[src/hdl/power_mode_sequencer_regs.svh]
// Constants for the power mode sequencer
// Operation
// - Disable pin high puts device to sleep; low makes it active.
// - Divider switches at fixed programmed frequency with 50% duty cycle.
// - Three configurations; Bypass entered at start-up, transmitter connect and transceiver mode.
// - Bypass start-up raises divider output good; host may load at once.
// - Every requested Bypass/Divider change passes through an automatic Disable state; a forced return to Bypass skips it.
// - Divider start pre-charges capacitors to half output with 10mA sources, unloaded.
// - Change refused with alarm while divider output is loaded.
// - After unloaded request, divider starts and signals divider output good.
// - Communication enabled only once rectified voltage exceeds undervoltage lockout.
// - Error packets sent before and after main regulator enable.
// - Main regulator enabled in power transfer once rectified voltage reaches target.
// - Shutdown hold or disable pin forces sleep; no ping answer, no power.
// - Power transfer only after identification, configuration, negotiation and calibration succeed.
// - Received power compared to reference curve; mismatch flags foreign object.
// - Interrupts signalled on open-drain pin; host polls status during transfer.
// - Over-current beyond 0.5s sends end-power-transfer and raises over-current interrupt.
`ifndef POWER_MODE_SEQUENCER_REGS_SVH
`define POWER_MODE_SEQUENCER_REGS_SVH
`define CLK_PERIOD_NS      100_000 / 10_000
`define OC_LIMIT_MS        500
`define OC_LIMIT_CYCLES    ((`OC_LIMIT_MS * 1000 * 1000) / 10)
`define DIV_HALF_PERIOD    8'h0032
`define PRECHARGE_CYCLES   16'h0400
`define ERR_PKT_INTERVAL   16'h2710
`define FOD_MARGIN_RESET   16'h0100
`define DIV_HALF_BITS      8
`define PWR_BITS           16
`endif

[src/hdl/power_mode_sequencer_pkg.sv]
// Types for the power mode sequencer
package power_mode_sequencer_pkg;
	typedef enum logic [2:0] {
		PH_SLEEP     = 3'b000,
		PH_SELECT    = 3'b001,
		PH_PING      = 3'b010,
		PH_IDCFG     = 3'b011,
		PH_NEGCAL    = 3'b100,
		PH_TRANSFER  = 3'b101,
		PH_END       = 3'b110
	} phase_e;
	typedef enum logic [1:0] {
		CFG_BYPASS   = 2'b00,
		CFG_DISABLE  = 2'b01,
		CFG_DIVIDER  = 2'b10
	} config_e;
endpackage

[src/hdl/power_mode_sequencer.sv]
// Power mode sequencer: sleep, configuration switching, start-up and transfer control
`include "power_mode_sequencer_regs.svh"
module power_mode_sequencer #(
	parameter int OC_LIMIT_CYCLES = `OC_LIMIT_CYCLES
) (
	input  wire logic        clk,
	input  wire logic        reset,
	input  wire logic        device_disable_pin,
	input  wire logic        shutdown_hold_input,
	input  wire logic        vrect_above_uvlo,
	input  wire logic        vrect_at_target,
	input  wire logic        idcfg_ok,
	input  wire logic        negcal_ok,
	input  wire logic        transceiver_mode,
	input  wire logic        divider_request,
	input  wire logic        divider_output_loaded,
	input  wire logic        regulator_overcurrent,
	input  wire logic [15:0] received_power,
	input  wire logic [15:0] reference_power,
	input  wire logic [15:0] fod_margin,
	input  wire logic        ext_5v_select,
	input  wire logic        status_clear,
	output logic             sleep_mode,
	output logic             comm_enable,
	output logic             regulator_enable,
	output logic [1:0]       config_state,
	output logic             precharge_enable,
	output logic             divider_phase_a,
	output logic             divider_phase_b,
	output logic             divider_output_good,
	output logic             config_alarm,
	output logic             foreign_object,
	output logic             overcurrent_flag,
	output logic             error_packet_req,
	output logic             power_report_req,
	output logic             end_transfer_req,
	output logic             external_5v_supply_input_en,
	output logic             open_drain_pin_three_out,
	output logic             open_drain_pin_three_oe
);
	// Pin synchronisers
	logic [1:0] dis_sync_ff, hold_sync_ff, uvlo_sync_ff, tgt_sync_ff, oc_sync_ff;
	logic [1:0] nxt_dis_sync, nxt_hold_sync, nxt_uvlo_sync, nxt_tgt_sync, nxt_oc_sync;
	always_comb begin
		nxt_dis_sync  = {dis_sync_ff[0], device_disable_pin};
		nxt_hold_sync = {hold_sync_ff[0], shutdown_hold_input};
		nxt_uvlo_sync = {uvlo_sync_ff[0], vrect_above_uvlo};
		nxt_tgt_sync  = {tgt_sync_ff[0], vrect_at_target};
		nxt_oc_sync   = {oc_sync_ff[0], regulator_overcurrent};
	end
	always_ff @(posedge clk) begin
		if (reset) begin
			dis_sync_ff  <= 2'h3;
			hold_sync_ff <= 2'h0;
			uvlo_sync_ff <= 2'h0;
			tgt_sync_ff  <= 2'h0;
			oc_sync_ff   <= 2'h0;
		end else begin
			dis_sync_ff  <= nxt_dis_sync;
			hold_sync_ff <= nxt_hold_sync;
			uvlo_sync_ff <= nxt_uvlo_sync;
			tgt_sync_ff  <= nxt_tgt_sync;
			oc_sync_ff   <= nxt_oc_sync;
		end
	end
	logic shut, uvlo_ok, at_tgt, oc_now;
	assign shut    = dis_sync_ff[1] | hold_sync_ff[1];
	assign uvlo_ok = uvlo_sync_ff[1];
	assign at_tgt  = tgt_sync_ff[1];
	assign oc_now  = oc_sync_ff[1];

	// Power transfer phase machine
	power_mode_sequencer_pkg::phase_e phase_ff, nxt_phase;
	logic        reg_en_ff, nxt_reg_en;
	logic [15:0] pkt_cnt_ff, nxt_pkt_cnt;
	logic        err_ff, nxt_err, rpt_ff, nxt_rpt, ept_ff, nxt_ept;
	logic [31:0] oc_cnt_ff, nxt_oc_cnt;
	logic        oc_long;
	assign oc_long = oc_cnt_ff >= 32'(OC_LIMIT_CYCLES);
	always_comb begin
		nxt_phase   = phase_ff;
		nxt_reg_en  = reg_en_ff;
		nxt_pkt_cnt = pkt_cnt_ff;
		nxt_err     = 1'b0;
		nxt_rpt     = 1'b0;
		nxt_ept     = 1'b0;
		nxt_oc_cnt  = oc_now ? ((oc_long) ? oc_cnt_ff : oc_cnt_ff + 32'h0000_0001) : 32'h0000_0000;
		case (phase_ff)
			power_mode_sequencer_pkg::PH_SLEEP: begin
				nxt_reg_en = 1'b0;
				if (!shut)
					nxt_phase = power_mode_sequencer_pkg::PH_SELECT;
			end
			power_mode_sequencer_pkg::PH_SELECT: begin
				if (uvlo_ok)
					nxt_phase = power_mode_sequencer_pkg::PH_PING;
			end
			power_mode_sequencer_pkg::PH_PING: begin
				if (!uvlo_ok)
					nxt_phase = power_mode_sequencer_pkg::PH_SELECT;
				else if (idcfg_ok)
					nxt_phase = power_mode_sequencer_pkg::PH_IDCFG;
			end
			power_mode_sequencer_pkg::PH_IDCFG: begin
				if (!uvlo_ok)
					nxt_phase = power_mode_sequencer_pkg::PH_SELECT;
				else if (negcal_ok)
					nxt_phase = power_mode_sequencer_pkg::PH_NEGCAL;
			end
			power_mode_sequencer_pkg::PH_NEGCAL: begin
				nxt_phase = uvlo_ok ? power_mode_sequencer_pkg::PH_TRANSFER
					: power_mode_sequencer_pkg::PH_SELECT;
			end
			power_mode_sequencer_pkg::PH_TRANSFER: begin
				if (at_tgt)
					nxt_reg_en = 1'b1;
				if (!uvlo_ok) begin
					nxt_phase  = power_mode_sequencer_pkg::PH_SELECT;
					nxt_reg_en = 1'b0;
				end else if (oc_long) begin
					nxt_phase = power_mode_sequencer_pkg::PH_END;
				end
			end
			power_mode_sequencer_pkg::PH_END: begin
				nxt_ept = 1'b1;
				if (!uvlo_ok) begin
					nxt_phase  = power_mode_sequencer_pkg::PH_SELECT;
					nxt_reg_en = 1'b0;
				end
			end
			default: nxt_phase = power_mode_sequencer_pkg::PH_SLEEP;
		endcase
		if (phase_ff == power_mode_sequencer_pkg::PH_PING || phase_ff == power_mode_sequencer_pkg::PH_TRANSFER) begin
			if (pkt_cnt_ff == `ERR_PKT_INTERVAL) begin
				nxt_pkt_cnt = 16'h0000;
				nxt_err     = 1'b1;
				nxt_rpt     = (phase_ff == power_mode_sequencer_pkg::PH_TRANSFER);
			end else begin
				nxt_pkt_cnt = pkt_cnt_ff + 16'h0001;
			end
		end else begin
			nxt_pkt_cnt = 16'h0000;
		end
		if (shut) begin
			nxt_phase  = power_mode_sequencer_pkg::PH_SLEEP;
			nxt_reg_en = 1'b0;
			nxt_err    = 1'b0;
			nxt_rpt    = 1'b0;
			nxt_ept    = 1'b0;
		end
	end
	always_ff @(posedge clk) begin
		if (reset) begin
			phase_ff   <= power_mode_sequencer_pkg::PH_SLEEP;
			reg_en_ff  <= 1'b0;
			pkt_cnt_ff <= 16'h0000;
			err_ff     <= 1'b0;
			rpt_ff     <= 1'b0;
			ept_ff     <= 1'b0;
			oc_cnt_ff  <= 32'h0000_0000;
		end else begin
			phase_ff   <= nxt_phase;
			reg_en_ff  <= nxt_reg_en;
			pkt_cnt_ff <= nxt_pkt_cnt;
			err_ff     <= nxt_err;
			rpt_ff     <= nxt_rpt;
			ept_ff     <= nxt_ept;
			oc_cnt_ff  <= nxt_oc_cnt;
		end
	end

	// Configuration machine: Bypass, Disable, Divider
	power_mode_sequencer_pkg::config_e cfg_ff, nxt_cfg;
	logic        target_div_ff, nxt_target_div;
	logic [15:0] pre_cnt_ff, nxt_pre_cnt;
	logic [7:0]  sw_cnt_ff, nxt_sw_cnt;
	logic        sw_ph_ff, nxt_sw_ph;
	logic        good_ff, nxt_good, alarm_ff, nxt_alarm, req_d_ff;
	logic        ph_b_ff, nxt_ph_b;
	logic        req_change, force_bypass;
	assign force_bypass = transceiver_mode || phase_ff == power_mode_sequencer_pkg::PH_SELECT;
	assign req_change   = (divider_request != target_div_ff) && !force_bypass;
	always_comb begin
		nxt_cfg        = cfg_ff;
		nxt_target_div = target_div_ff;
		nxt_pre_cnt    = pre_cnt_ff;
		nxt_good       = good_ff;
		nxt_alarm      = alarm_ff;
		nxt_sw_cnt     = sw_cnt_ff;
		nxt_sw_ph      = sw_ph_ff;
		case (cfg_ff)
			power_mode_sequencer_pkg::CFG_BYPASS,
			power_mode_sequencer_pkg::CFG_DIVIDER: begin
				if (req_change && divider_request != req_d_ff) begin
					if (divider_output_loaded) begin
						nxt_alarm = 1'b1;
					end else begin
						nxt_target_div = divider_request;
						nxt_cfg        = power_mode_sequencer_pkg::CFG_DISABLE;
						nxt_pre_cnt    = 16'h0000;
						nxt_good       = 1'b0;
					end
				end
			end
			power_mode_sequencer_pkg::CFG_DISABLE: begin
				if (pre_cnt_ff == `PRECHARGE_CYCLES) begin
					nxt_cfg  = target_div_ff ? power_mode_sequencer_pkg::CFG_DIVIDER
						: power_mode_sequencer_pkg::CFG_BYPASS;
					nxt_good = 1'b1;
				end else begin
					nxt_pre_cnt = pre_cnt_ff + 16'h0001;
				end
			end
			default: nxt_cfg = power_mode_sequencer_pkg::CFG_BYPASS;
		endcase
		if (cfg_ff == power_mode_sequencer_pkg::CFG_DIVIDER) begin
			if (sw_cnt_ff == `DIV_HALF_PERIOD - 8'h01) begin
				nxt_sw_cnt = 8'h00;
				nxt_sw_ph  = !sw_ph_ff;
			end else begin
				nxt_sw_cnt = sw_cnt_ff + 8'h01;
			end
		end else begin
			nxt_sw_cnt = 8'h00;
			nxt_sw_ph  = 1'b0;
		end
		if (status_clear)
			nxt_alarm = 1'b0;
		if (req_change && divider_request != req_d_ff && divider_output_loaded)
			nxt_alarm = 1'b1;
		if (shut || force_bypass) begin
			nxt_cfg        = power_mode_sequencer_pkg::CFG_BYPASS;
			nxt_target_div = 1'b0;
			nxt_good       = !shut && uvlo_ok;
		end
		// Second phase runs only once the divider has been good for a cycle
		nxt_ph_b = (good_ff && nxt_cfg == power_mode_sequencer_pkg::CFG_DIVIDER) ? !nxt_sw_ph : 1'b0;
	end
	always_ff @(posedge clk) begin
		if (reset) begin
			cfg_ff        <= power_mode_sequencer_pkg::CFG_BYPASS;
			target_div_ff <= 1'b0;
			pre_cnt_ff    <= 16'h0000;
			sw_cnt_ff     <= 8'h00;
			sw_ph_ff      <= 1'b0;
			good_ff       <= 1'b0;
			alarm_ff      <= 1'b0;
			req_d_ff      <= 1'b0;
			ph_b_ff       <= 1'b0;
		end else begin
			cfg_ff        <= nxt_cfg;
			target_div_ff <= nxt_target_div;
			pre_cnt_ff    <= nxt_pre_cnt;
			sw_cnt_ff     <= nxt_sw_cnt;
			sw_ph_ff      <= nxt_sw_ph;
			good_ff       <= nxt_good;
			alarm_ff      <= nxt_alarm;
			req_d_ff      <= divider_request;
			ph_b_ff       <= nxt_ph_b;
		end
	end

	// Foreign object detection and sticky status
	logic fod_ff, nxt_fod, ocf_ff, nxt_ocf, od_oe_ff, nxt_od_oe, nxt_irq, good_d_ff;
	logic [16:0] diff;
	assign diff = (received_power > reference_power) ? {1'b0, received_power - reference_power}
		: {1'b0, reference_power - received_power};
	always_comb begin
		nxt_fod = fod_ff;
		nxt_ocf = ocf_ff;
		if (status_clear) begin
			nxt_fod = 1'b0;
			nxt_ocf = 1'b0;
		end
		if (phase_ff == power_mode_sequencer_pkg::PH_TRANSFER && diff > {1'b0, fod_margin})
			nxt_fod = 1'b1;
		if (oc_now)
			nxt_ocf = 1'b1;
		nxt_irq   = nxt_fod | nxt_ocf | nxt_alarm | (good_ff & !good_d_ff)
			| (!od_oe_ff & !status_clear);
		nxt_od_oe = !nxt_irq;
	end
	always_ff @(posedge clk) begin
		if (reset) begin
			fod_ff    <= 1'b0;
			ocf_ff    <= 1'b0;
			od_oe_ff  <= 1'b1;
			good_d_ff <= 1'b0;
		end else begin
			fod_ff    <= nxt_fod;
			ocf_ff    <= nxt_ocf;
			od_oe_ff  <= nxt_od_oe;
			good_d_ff <= good_ff;
		end
	end

	// Registered outputs
	logic out_sleep_ff, out_comm_ff, out_pre_ff, out_5v_ff;
	always_ff @(posedge clk) begin
		if (reset) begin
			out_sleep_ff <= 1'b1;
			out_comm_ff  <= 1'b0;
			out_pre_ff   <= 1'b0;
			out_5v_ff    <= 1'b0;
		end else begin
			out_sleep_ff <= phase_ff == power_mode_sequencer_pkg::PH_SLEEP;
			out_comm_ff  <= phase_ff != power_mode_sequencer_pkg::PH_SLEEP
				&& phase_ff != power_mode_sequencer_pkg::PH_SELECT;
			out_pre_ff   <= cfg_ff == power_mode_sequencer_pkg::CFG_DISABLE;
			out_5v_ff    <= ext_5v_select && phase_ff != power_mode_sequencer_pkg::PH_SLEEP;
		end
	end
	assign sleep_mode                  = out_sleep_ff;
	assign comm_enable                 = out_comm_ff;
	assign regulator_enable            = reg_en_ff;
	assign config_state                = cfg_ff;
	assign precharge_enable            = out_pre_ff;
	assign divider_phase_a             = sw_ph_ff;
	assign divider_phase_b             = ph_b_ff;
	assign divider_output_good         = good_ff;
	assign config_alarm                = alarm_ff;
	assign foreign_object              = fod_ff;
	assign overcurrent_flag            = ocf_ff;
	assign error_packet_req            = err_ff;
	assign power_report_req            = rpt_ff;
	assign end_transfer_req            = ept_ff;
	assign external_5v_supply_input_en = out_5v_ff;
	assign open_drain_pin_three_out    = 1'b0;
	assign open_drain_pin_three_oe     = od_oe_ff;
endmodule

[config.mk]
export PLATFORM = sky130hd
export DESIGN_NAME = power_mode_sequencer
export DESIGN_NICKNAME = d
export VERILOG_FILES = /design/src/hdl/power_mode_sequencer_pkg.sv /design/src/hdl/power_mode_sequencer.sv
export VERILOG_INCLUDE_DIRS = /design/src /design/src/hdl
export SDC_FILE = /design/constraint.sdc
export NUM_CORES = 1
export LEC_CHECK = 0
export BUFFER_PORTS_ARGS = -buffer_cell sky130_fd_sc_hd__buf_2
export CAP_MARGIN = 30
export CORE_ASPECT_RATIO = 0.6
export CORE_UTILIZATION = 60
export CTS_BUF_LIST = sky130_fd_sc_hd__clkbuf_16
export CTS_CLUSTER_DIAMETER = 100
export DETAILED_ROUTE_END_ITERATION = 6
export PLACE_DENSITY = 0.84
export SLEW_MARGIN = 20
export SYNTH_ARGS = -nofsm -noshare
export SYNTH_HDL_FRONTEND = slang
export SYNTH_SLANG_ARGS = --single-unit
[constraint.sdc]
create_clock -name clk -period 9.44 [get_ports clk]
set_input_delay 1.888 -clock clk [delete_from_list [all_inputs] [get_ports clk]]
set_output_delay 1.888 -clock clk [all_outputs]
set_load 0.01 [all_outputs]
==> results of run 1 <==
==> kinds of logic (layout without fill, tap and decap cells) <==
logic type                 after synthesis  count (layout)
AOI/OAI and AO/OA                      137             137
DFF                                    105             105
buffers and inverters                   95             162
other                                    1               1
adders and majority gates               57              57
and+or+nand+nor                        325             325
xor gates and xnor gates                64              64
muxes                                   11              11
==> how the worst max path moves through the flow <==
| stage | endpoint | from | cells after the start | slack (ns) |
|---|---|---|---|---|
| 3_3_place_gp | open_drain_pin_three_oe | received_power[11] | 18 | 2.97 |
| 6_report | open_drain_pin_three_oe | received_power[11] | 18 | 3.31 |
| 2_1_floorplan | open_drain_pin_three_oe | received_power[13] | 18 | 3.84 |
| 4_1_cts | open_drain_pin_three_oe | received_power[11] | 18 | 2.98 |
| 3_5_place_dp | open_drain_pin_three_oe | received_power[11] | 18 | 2.63 |
| 5_1_grt | open_drain_pin_three_oe | received_power[11] | 18 | 3.05 |
==> worst register-to-register path, cell delays in order (launching register included) <==
cell     delay, ns
dfxtp_1       0.34
or4_1         0.52
o21a_1        0.18
o21a_1        0.16
o21a_1        0.19
o21ai_4       0.50
nand3_2       0.28
or4_1         0.53
o21ai_1       0.09
==> stage by stage <==
stage,hold WS [ns],utilization (%),cells
final,0.428,71.1,997
after global routing,0.442,71.1,997
after CTS,0.430,70.8,994
after detailed placement,0.413,67.9,978
after global placement,0.397,67.9,978
after floorplan,0.389,-,795
==> power by group through the flow <==
stage / clock [W] / combinational [W] / sequential (W)
after global placement: 0 / 0.000185 / 0.000458
after global routing: 0.000384 / 0.000218 / 0.000448
after floorplan: 0 / 0.000136 / 0.000458
after detailed placement: 0 / 0.000190 / 0.000458
after CTS: 0.000363 / 0.000191 / 0.000448
final: 0.000356 / 0.000197 / 0.000448
==> layer usage <==
layer	vias up	global-route usage, %	routed length, um	part of all wire (%)
met5	-	0	0	0
met4	0	5.28	116	0.76
met3	13	9.28	1250	8.2
met2	189	42.6	6360	42
met1	2658	39.6	7540	49
li1	2844	-	-	-
==> synthesized netlist by cell type (all sizes together), types with 3 or more instances <==
master and count:
a31oi 5, or4 5, dfxtp 105, nor4 5, and3 17, o21bai 3
ha 55, mux2i 7, or3 12, nand2 48, mux2 4, nand2b 10
xnor2 23, nor3 17, a21o 22, and4 4, o21a 6, and2 10
xor2 41, a2111oi 3, clkbuf 23, a21oi 43, buf 7, or2 6
inv 65, nor3b 3, nand3 33, nand4 26, nor4bb 3, nor2 103
o21ai 33, nor2b 16
==> sequential cells by signal, summed over array words and instances, names as in the netlist, 2 cells and up <==
| register | flops |
|---|---|
| uvlo_sync_ff | 2 |
| oc_sync_ff | 2 |
| config_state | 2 |
| hold_sync_ff | 2 |
| oc_cnt_ff | 32 |
| dis_sync_ff | 2 |
| sw_cnt_ff | 8 |
| phase_ff | 3 |
| pkt_cnt_ff | 16 |
| pre_cnt_ff | 16 |
| tgt_sync_ff | 2 |
==> layout make-up <==
type | count | area, um^2
fillers | 802 | 2930
inverters | 65 | 244
repair buffers | 81 | 420
clock inverters | 7 | 65.1
multi-input cells | 595 | 3970
clock buffers | 9 | 225
well taps | 135 | 169
flip-flops and latches | 105 | 2100
==> flow_summary.ini, run 1 <==
[run]
maxCapViolations = 0

[finish]
final_common_cell = dfxtp_1
drive_above_1_share_pct = 13.7
stdcell_area_mm2 = 0.00719
syn_to_final_growth_pct = 11.7
layout_common_cells = dfxtp_1 (105), nor2_1 (103), buf_2 (78), inv_1 (65), ha_1 (55)
fin_nets = 976
diodes = 0

[logic_synthesis]
synth-compound-area-share_pct = 14.0
synth_cell_types = 68
synthSimpleGateAreaFrac_pct = 25.8
syn_area_mm2 = 0.00644
synthTopCellsByArea = dfxtp_1 (33%), ha_1 (11%), nor2_1 (6.0%), xor2_1 (5.6%), inv_1 (3.8%)
yosys_warnings = 0
ys_async_sr_fraction_pct = 0
synth-xor-area-share_pct = 8.71
yosys.area.top_type_share_pct = 32.6
yosysTopAreaCell = dfxtp_1
synth-edff-count = 0
synthMuxAreaShare_pct = 1.79
synth-seq-cells = 105
synth_fp_nets = 914
ys_seq_area_share_pct = 32.6
avgSynthCellArea_um2 = 8.10
ys.flop_type = dfxtp_1
synth_cells = 795
synth_top_family_by_area = simple AND/OR/NAND/NOR gates
synthAdderAreaFrac_pct = 11.3

[worst_setup_path]
crit_type = input pin to flop
r2r_start = oc_cnt_ff[8]
rr_endpoint = oc_cnt_ff[5]
crit_family = simple AND/OR/NAND/NOR gates
cpPeakStageDelay_ns = 0.52
arrival_ns = 6.42
crit_slowest_cell = ha_1
cp_cell_sequence = buf_2, inv_1, ha_1, and4_1, nand2_1, nor4_2, nor2_1, a2bb2oi_2, mux2_2, o31ai_1, xor2_1, ha_1, nand4_1, or2_2, or3_1, a21oi_1, a211oi_1, nor2_1
reg2reg_slack_ns = 6.58
cp-start-kind = input pin
crit_required_ns = 9.73
ff2ff_path_depth = 8
cp_max_fo = 12
critPathCaptureType = flop
worst-path-buf-inv = 2

[placement]
dpl_cell_area_mm2 = 0.00687
dp_hpwl_mm = 11.9
place_ws_ns = 2.63
routabilityCongestion = 0.986
port_buffers = 78

[clocking]
cts_sinks = 105
cts_buffer_depth = 2
cts_hold_buf = 0
ctsResizeCount = 0
clkTransAtPathRegs_ns = 0.07
cts_tree = built
htree_levels = 3
clock_latency_ns = 0.35
cts_buffers = 9
cts_root_buf = clkbuf_16
cts_setup_buffers = 0

[timing]
grt_setup_unrepaired = no
finClkSkew_ns = 0.00533
fin_crit_sh_pct = 65.0
fmax_mhz = 163
hold_violations = 0
tightest_slew_ns = 0.644
relSlewSlack_pct = 56.7
setup_tns_ns = 0
setup_ws_ns = 3.31
setup_viol = 0
fin_crit_ns = 6.13
drv_slew = 0

[power]
clock_power_share_pct = 35.6
combinationalPowerShare_pct = 19.7
p_int_w = 0.000716
swShare_pct = 28.6
vdd.ir_drop.worst_v = 0.000114
leakage_nw = 3.13
switchingPower_w = 0.000286
totalPowerFinal_w = 0.00100
seqPwrFrac_pct = 44.7
p_per_area_mw_per_mm2 = 139

[global_route]
grt_max_degree = 32
grt_pass1_wl_mm = 24.6
antenna_found_initial = 0
overflow = 0
grt_pass1_vias = 5246
grtUsageTotal_pct = 28.3

[drt]
drt_first_pass_iters = 4
final_antenna_net_count = 0
drc = 0
vias_per_cell = 5.72
drt_iter0_drc = 382
via_count = 5704
wl_mm = 15.3
wire_per_inst_um = 15.3

[worst_hold_path]
hp-start = dis_sync_ff[0]
holdPathEnd = dis_sync_ff[1]
hold_path.class = flop to flop
hold_depth = 1

[floorplan]
start_util_pct = 63.6
design.portCount = 80
core_mm2 = 0.0101
row_count = 28
die_area_mm2 = 0.0112
die_w_um = 136
chipHeight_um = 82.2

[outcome]
status = complete, no violations
No activity file was read; power rests on OpenSTA's default activity.
==> run 2, diff against run 1 <==
--- a/config.mk
+++ b/config.mk
@@ -6,14 +6,15 @@
 export SDC_FILE = /design/constraint.sdc
 export NUM_CORES = 1
 export LEC_CHECK = 0
+export ABC_AREA = 1
 export BUFFER_PORTS_ARGS = -buffer_cell sky130_fd_sc_hd__buf_2
 export CAP_MARGIN = 30
 export CORE_ASPECT_RATIO = 0.6
-export CORE_UTILIZATION = 60
+export CORE_UTILIZATION = 54
 export CTS_BUF_LIST = sky130_fd_sc_hd__clkbuf_16
 export CTS_CLUSTER_DIAMETER = 100
 export DETAILED_ROUTE_END_ITERATION = 6
-export PLACE_DENSITY = 0.84
+export PLACE_DENSITY = 0.79
 export SLEW_MARGIN = 20
 export SYNTH_ARGS = -nofsm -noshare
 export SYNTH_HDL_FRONTEND = slang
==> constraint.sdc (replaced) <==
create_clock -name clk -period 5.4 [get_ports clk]
set_input_delay 1.08 -clock clk [delete_from_list [all_inputs] [get_ports clk]]
set_output_delay 1.08 -clock clk [all_outputs]
set_load 0.01 [all_outputs]
==> run 2 against run 1 <==
Clock power increased by 79%. Utilization is 9.7 points lower. Cell count grew 49%. Hold slack worse by 0.028 ns. Critical path type unchanged. Sequential cell count unchanged. Critical path depth increased by 6. Non-clock buffer count grew 1. Wire length is 27% higher. Sequential share of layout area down 4.1 points. Via count up 37%. Largest power group unchanged.
==> flow_summary.ini, run 2 <==
[worst_hold_path]
hold_path.class = flop to flop

[logic_synthesis]
syn_area_mm2 = 0.00756
ys.flop_type = dfxtp_1
synth-seq-cells = 105
synth_commonest_cells = nand2_1 (337), inv_1 (190), nor2_1 (147)
synth_fp_nets = 1330
yosys_warnings = 0
yosysTopAreaCell = dfxtp_1
yosys.area.top_type_share_pct = 27.8
synthTopCellsByArea = dfxtp_1 (28%), nand2_1 (17%), inv_1 (9.4%), ha_1 (9.1%), nor2_1 (7.3%)
synth.most_common_cell = nand2_1
ys_seq_area_share_pct = 27.8
synth-edff-count = 0
avgSynthCellArea_um2 = 6.24
synth_cell_types = 43
synth_cells = 1211
ys_async_sr_fraction_pct = 0

[floorplan]
chipHeight_um = 93.7
row_count = 33
design.portCount = 80
die_area_mm2 = 0.0145
start_util_pct = 55.3
core_mm2 = 0.0137
die_w_um = 155

[worst_setup_path]
cp-start-kind = input pin
cp_max_fo = 7
critPathCaptureType = flop
arrival_ns = 3.91
crit_required_ns = 5.64
crit_type = input pin to flop

[drt]
final_antenna_net_count = 0
drt_iter0_drc = 746
wl_mm = 19.3
drc = 0
drt_first_pass_iters = 6
vias_per_cell = 5.27
wire_per_inst_um = 13.0
via_count = 7801

[global_route]
grt_pass1_vias = 6700
grt_pass1_wl_mm = 32.3
antenna_found_initial = 0
overflow = 0
grtUsageTotal_pct = 27.8
grt_max_degree = 36

[clocking]
cts_root_buf = clkbuf_16
cts_buffers = 9
cts_sinks = 105
cts_hold_buf = 0
cts_buffer_depth = 2
cts_tree = built
ctsResizeCount = 0
htree_levels = 3
cts_setup_buffers = 0
clkTransAtPathRegs_ns = 0.07
clock_latency_ns = 0.35

[timing]
fmax_mhz = 273
drv_slew = 0
fin_crit_ns = 3.66
grt_setup_unrepaired = no
fin_crit_sh_pct = 67.9
tightest_slew_ns = 0.720
setup_viol = 0
setup_tns_ns = 0
hold_violations = 0
finClkSkew_ns = 0.00842
setup_ws_ns = 1.74
relSlewSlack_pct = 51.8
holdWs_ns = 0.401

[placement]
place_inst = 1465
routabilityCongestion = 0.956
place_ws_ns = 1.41
port_buffers = 78
dp_hpwl_mm = 15.3

[finish]
diodes = 0
fin_cells = 1481
top_register = oc_cnt_ff
final_common_cell = nand2_1
syn_to_final_growth_pct = 10.9
drive_above_1_share_pct = 9.54
largest_register_ffs = 32
fin_nets = 1403
reg_top3 = oc_cnt_ff x32, pkt_cnt_ff x16, pre_cnt_ff x16
layout_common_cells = nand2_1 (337), inv_1 (190), nor2_1 (147), dfxtp_1 (105), a21oi_1 (94)

[power]
totalPowerFinal_w = 0.00180
vdd.ir_drop.worst_v = 0.000154
leakage_nw = 3.94
p_per_area_mw_per_mm2 = 215

[outcome]
status = complete, no violations

[run]
maxCapViolations = 0
[run 2: cell types whose count changed after synthesis, moves of 16 or more]
cell,previous run,this run
nand2_1,48,337
inv_1,65,190
a21oi_1,43,94
nor2_1,103,147
nand3_1,32,70
o21ai_0,16,46
a21o_1,22,1
clkbuf_1,23,6
xnor2_1,23,6
xor2_1,41,24
nor2b_1,16,0
o21ai_1,16,0
[run 2: where the power goes]
group / switching (W) / total, W / internal, W
sequential: 0.00000394 / 0.000784 / 0.000780
clock: 0.000314 / 0.000637 / 0.000323
combinational: 0.000241 / 0.000377 / 0.000136
total: 0.000559 / 0.00180 / 0.00124
[run 2: path summary, 6_finish.rpt]
path | from | end | slack [ns] | cells after the start
max | received_power[2] | open_drain_pin_three_oe | 1.74 | 24
min | hold_sync_ff[0] | hold_sync_ff[1] | 0.40 | 2
max reg2reg | oc_cnt_ff[20] | oc_cnt_ff[20] | 3.11 | 10
min reg2reg | hold_sync_ff[0] | hold_sync_ff[1] | 0.40 | 2
[run 2: worst max-delay path, cell delays in order]
cell,delay (ns)
buf_2,0.09
inv_1,0.04
ha_1,0.40
nand2_1,0.12
o21ai_0,0.51
nand2_1,0.13
nand2_1,0.15
nand2_1,0.08
nand2_1,0.07
nand2_1,0.05
nand2_1,0.06
nand2_1,0.04
nand2_1,0.07
inv_1,0.04
ha_1,0.27
nand2_1,0.07
nor2_1,0.16
nand4_1,0.10
inv_1,0.08
nand2_1,0.06
nand2_1,0.05
nand2_1,0.06
nand3_1,0.07
nand2_1,0.05
[run 2: routing by layer]
layer	wire length [um]	vias to the layer above	GRT usage [%]
met5	0	-	0
li1	-	3987	-
met2	7140	319	37.5
met4	140	0	4.54
met1	9870	3483	42.9
met3	2160	12	7.98
[run 2: cell type report]
type | instances | area, um^2
Tap cell | 192 | 240
Multi-Input combinational cell | 892 | 4600
Timing Repair Buffer | 82 | 420
Clock inverter | 7 | 62.6
Fill cell | 1329 | 5290
Clock buffer | 9 | 225
Inverter | 194 | 733
Sequential cell | 105 | 2100
[run 2: logic make-up (layout without fill, tap and decap cells)]
logic type / Yosys count / after routing / share of synthesized area [%]
buf+inv: 214 / 292 / 11.4
other cells: 1 / 1 / 0.0496
simple gates: 650 / 650 / 37.0
fa+ha+maj: 57 / 57 / 9.63
xor+xnor: 30 / 30 / 3.48
compound gates: 154 / 154 / 10.7
flops: 105 / 105 / 27.8
[run 2: per-stage QoR]
stage | utilization (%) | instance area, um^2
6_report | 61.3 | 8380
5_1_grt | 61.3 | 8380
4_1_cts | 61.3 | 8380
3_5_place_dp | 59.2 | 8090
3_3_place_gp | 59.2 | 8090
2_1_floorplan | - | 7560
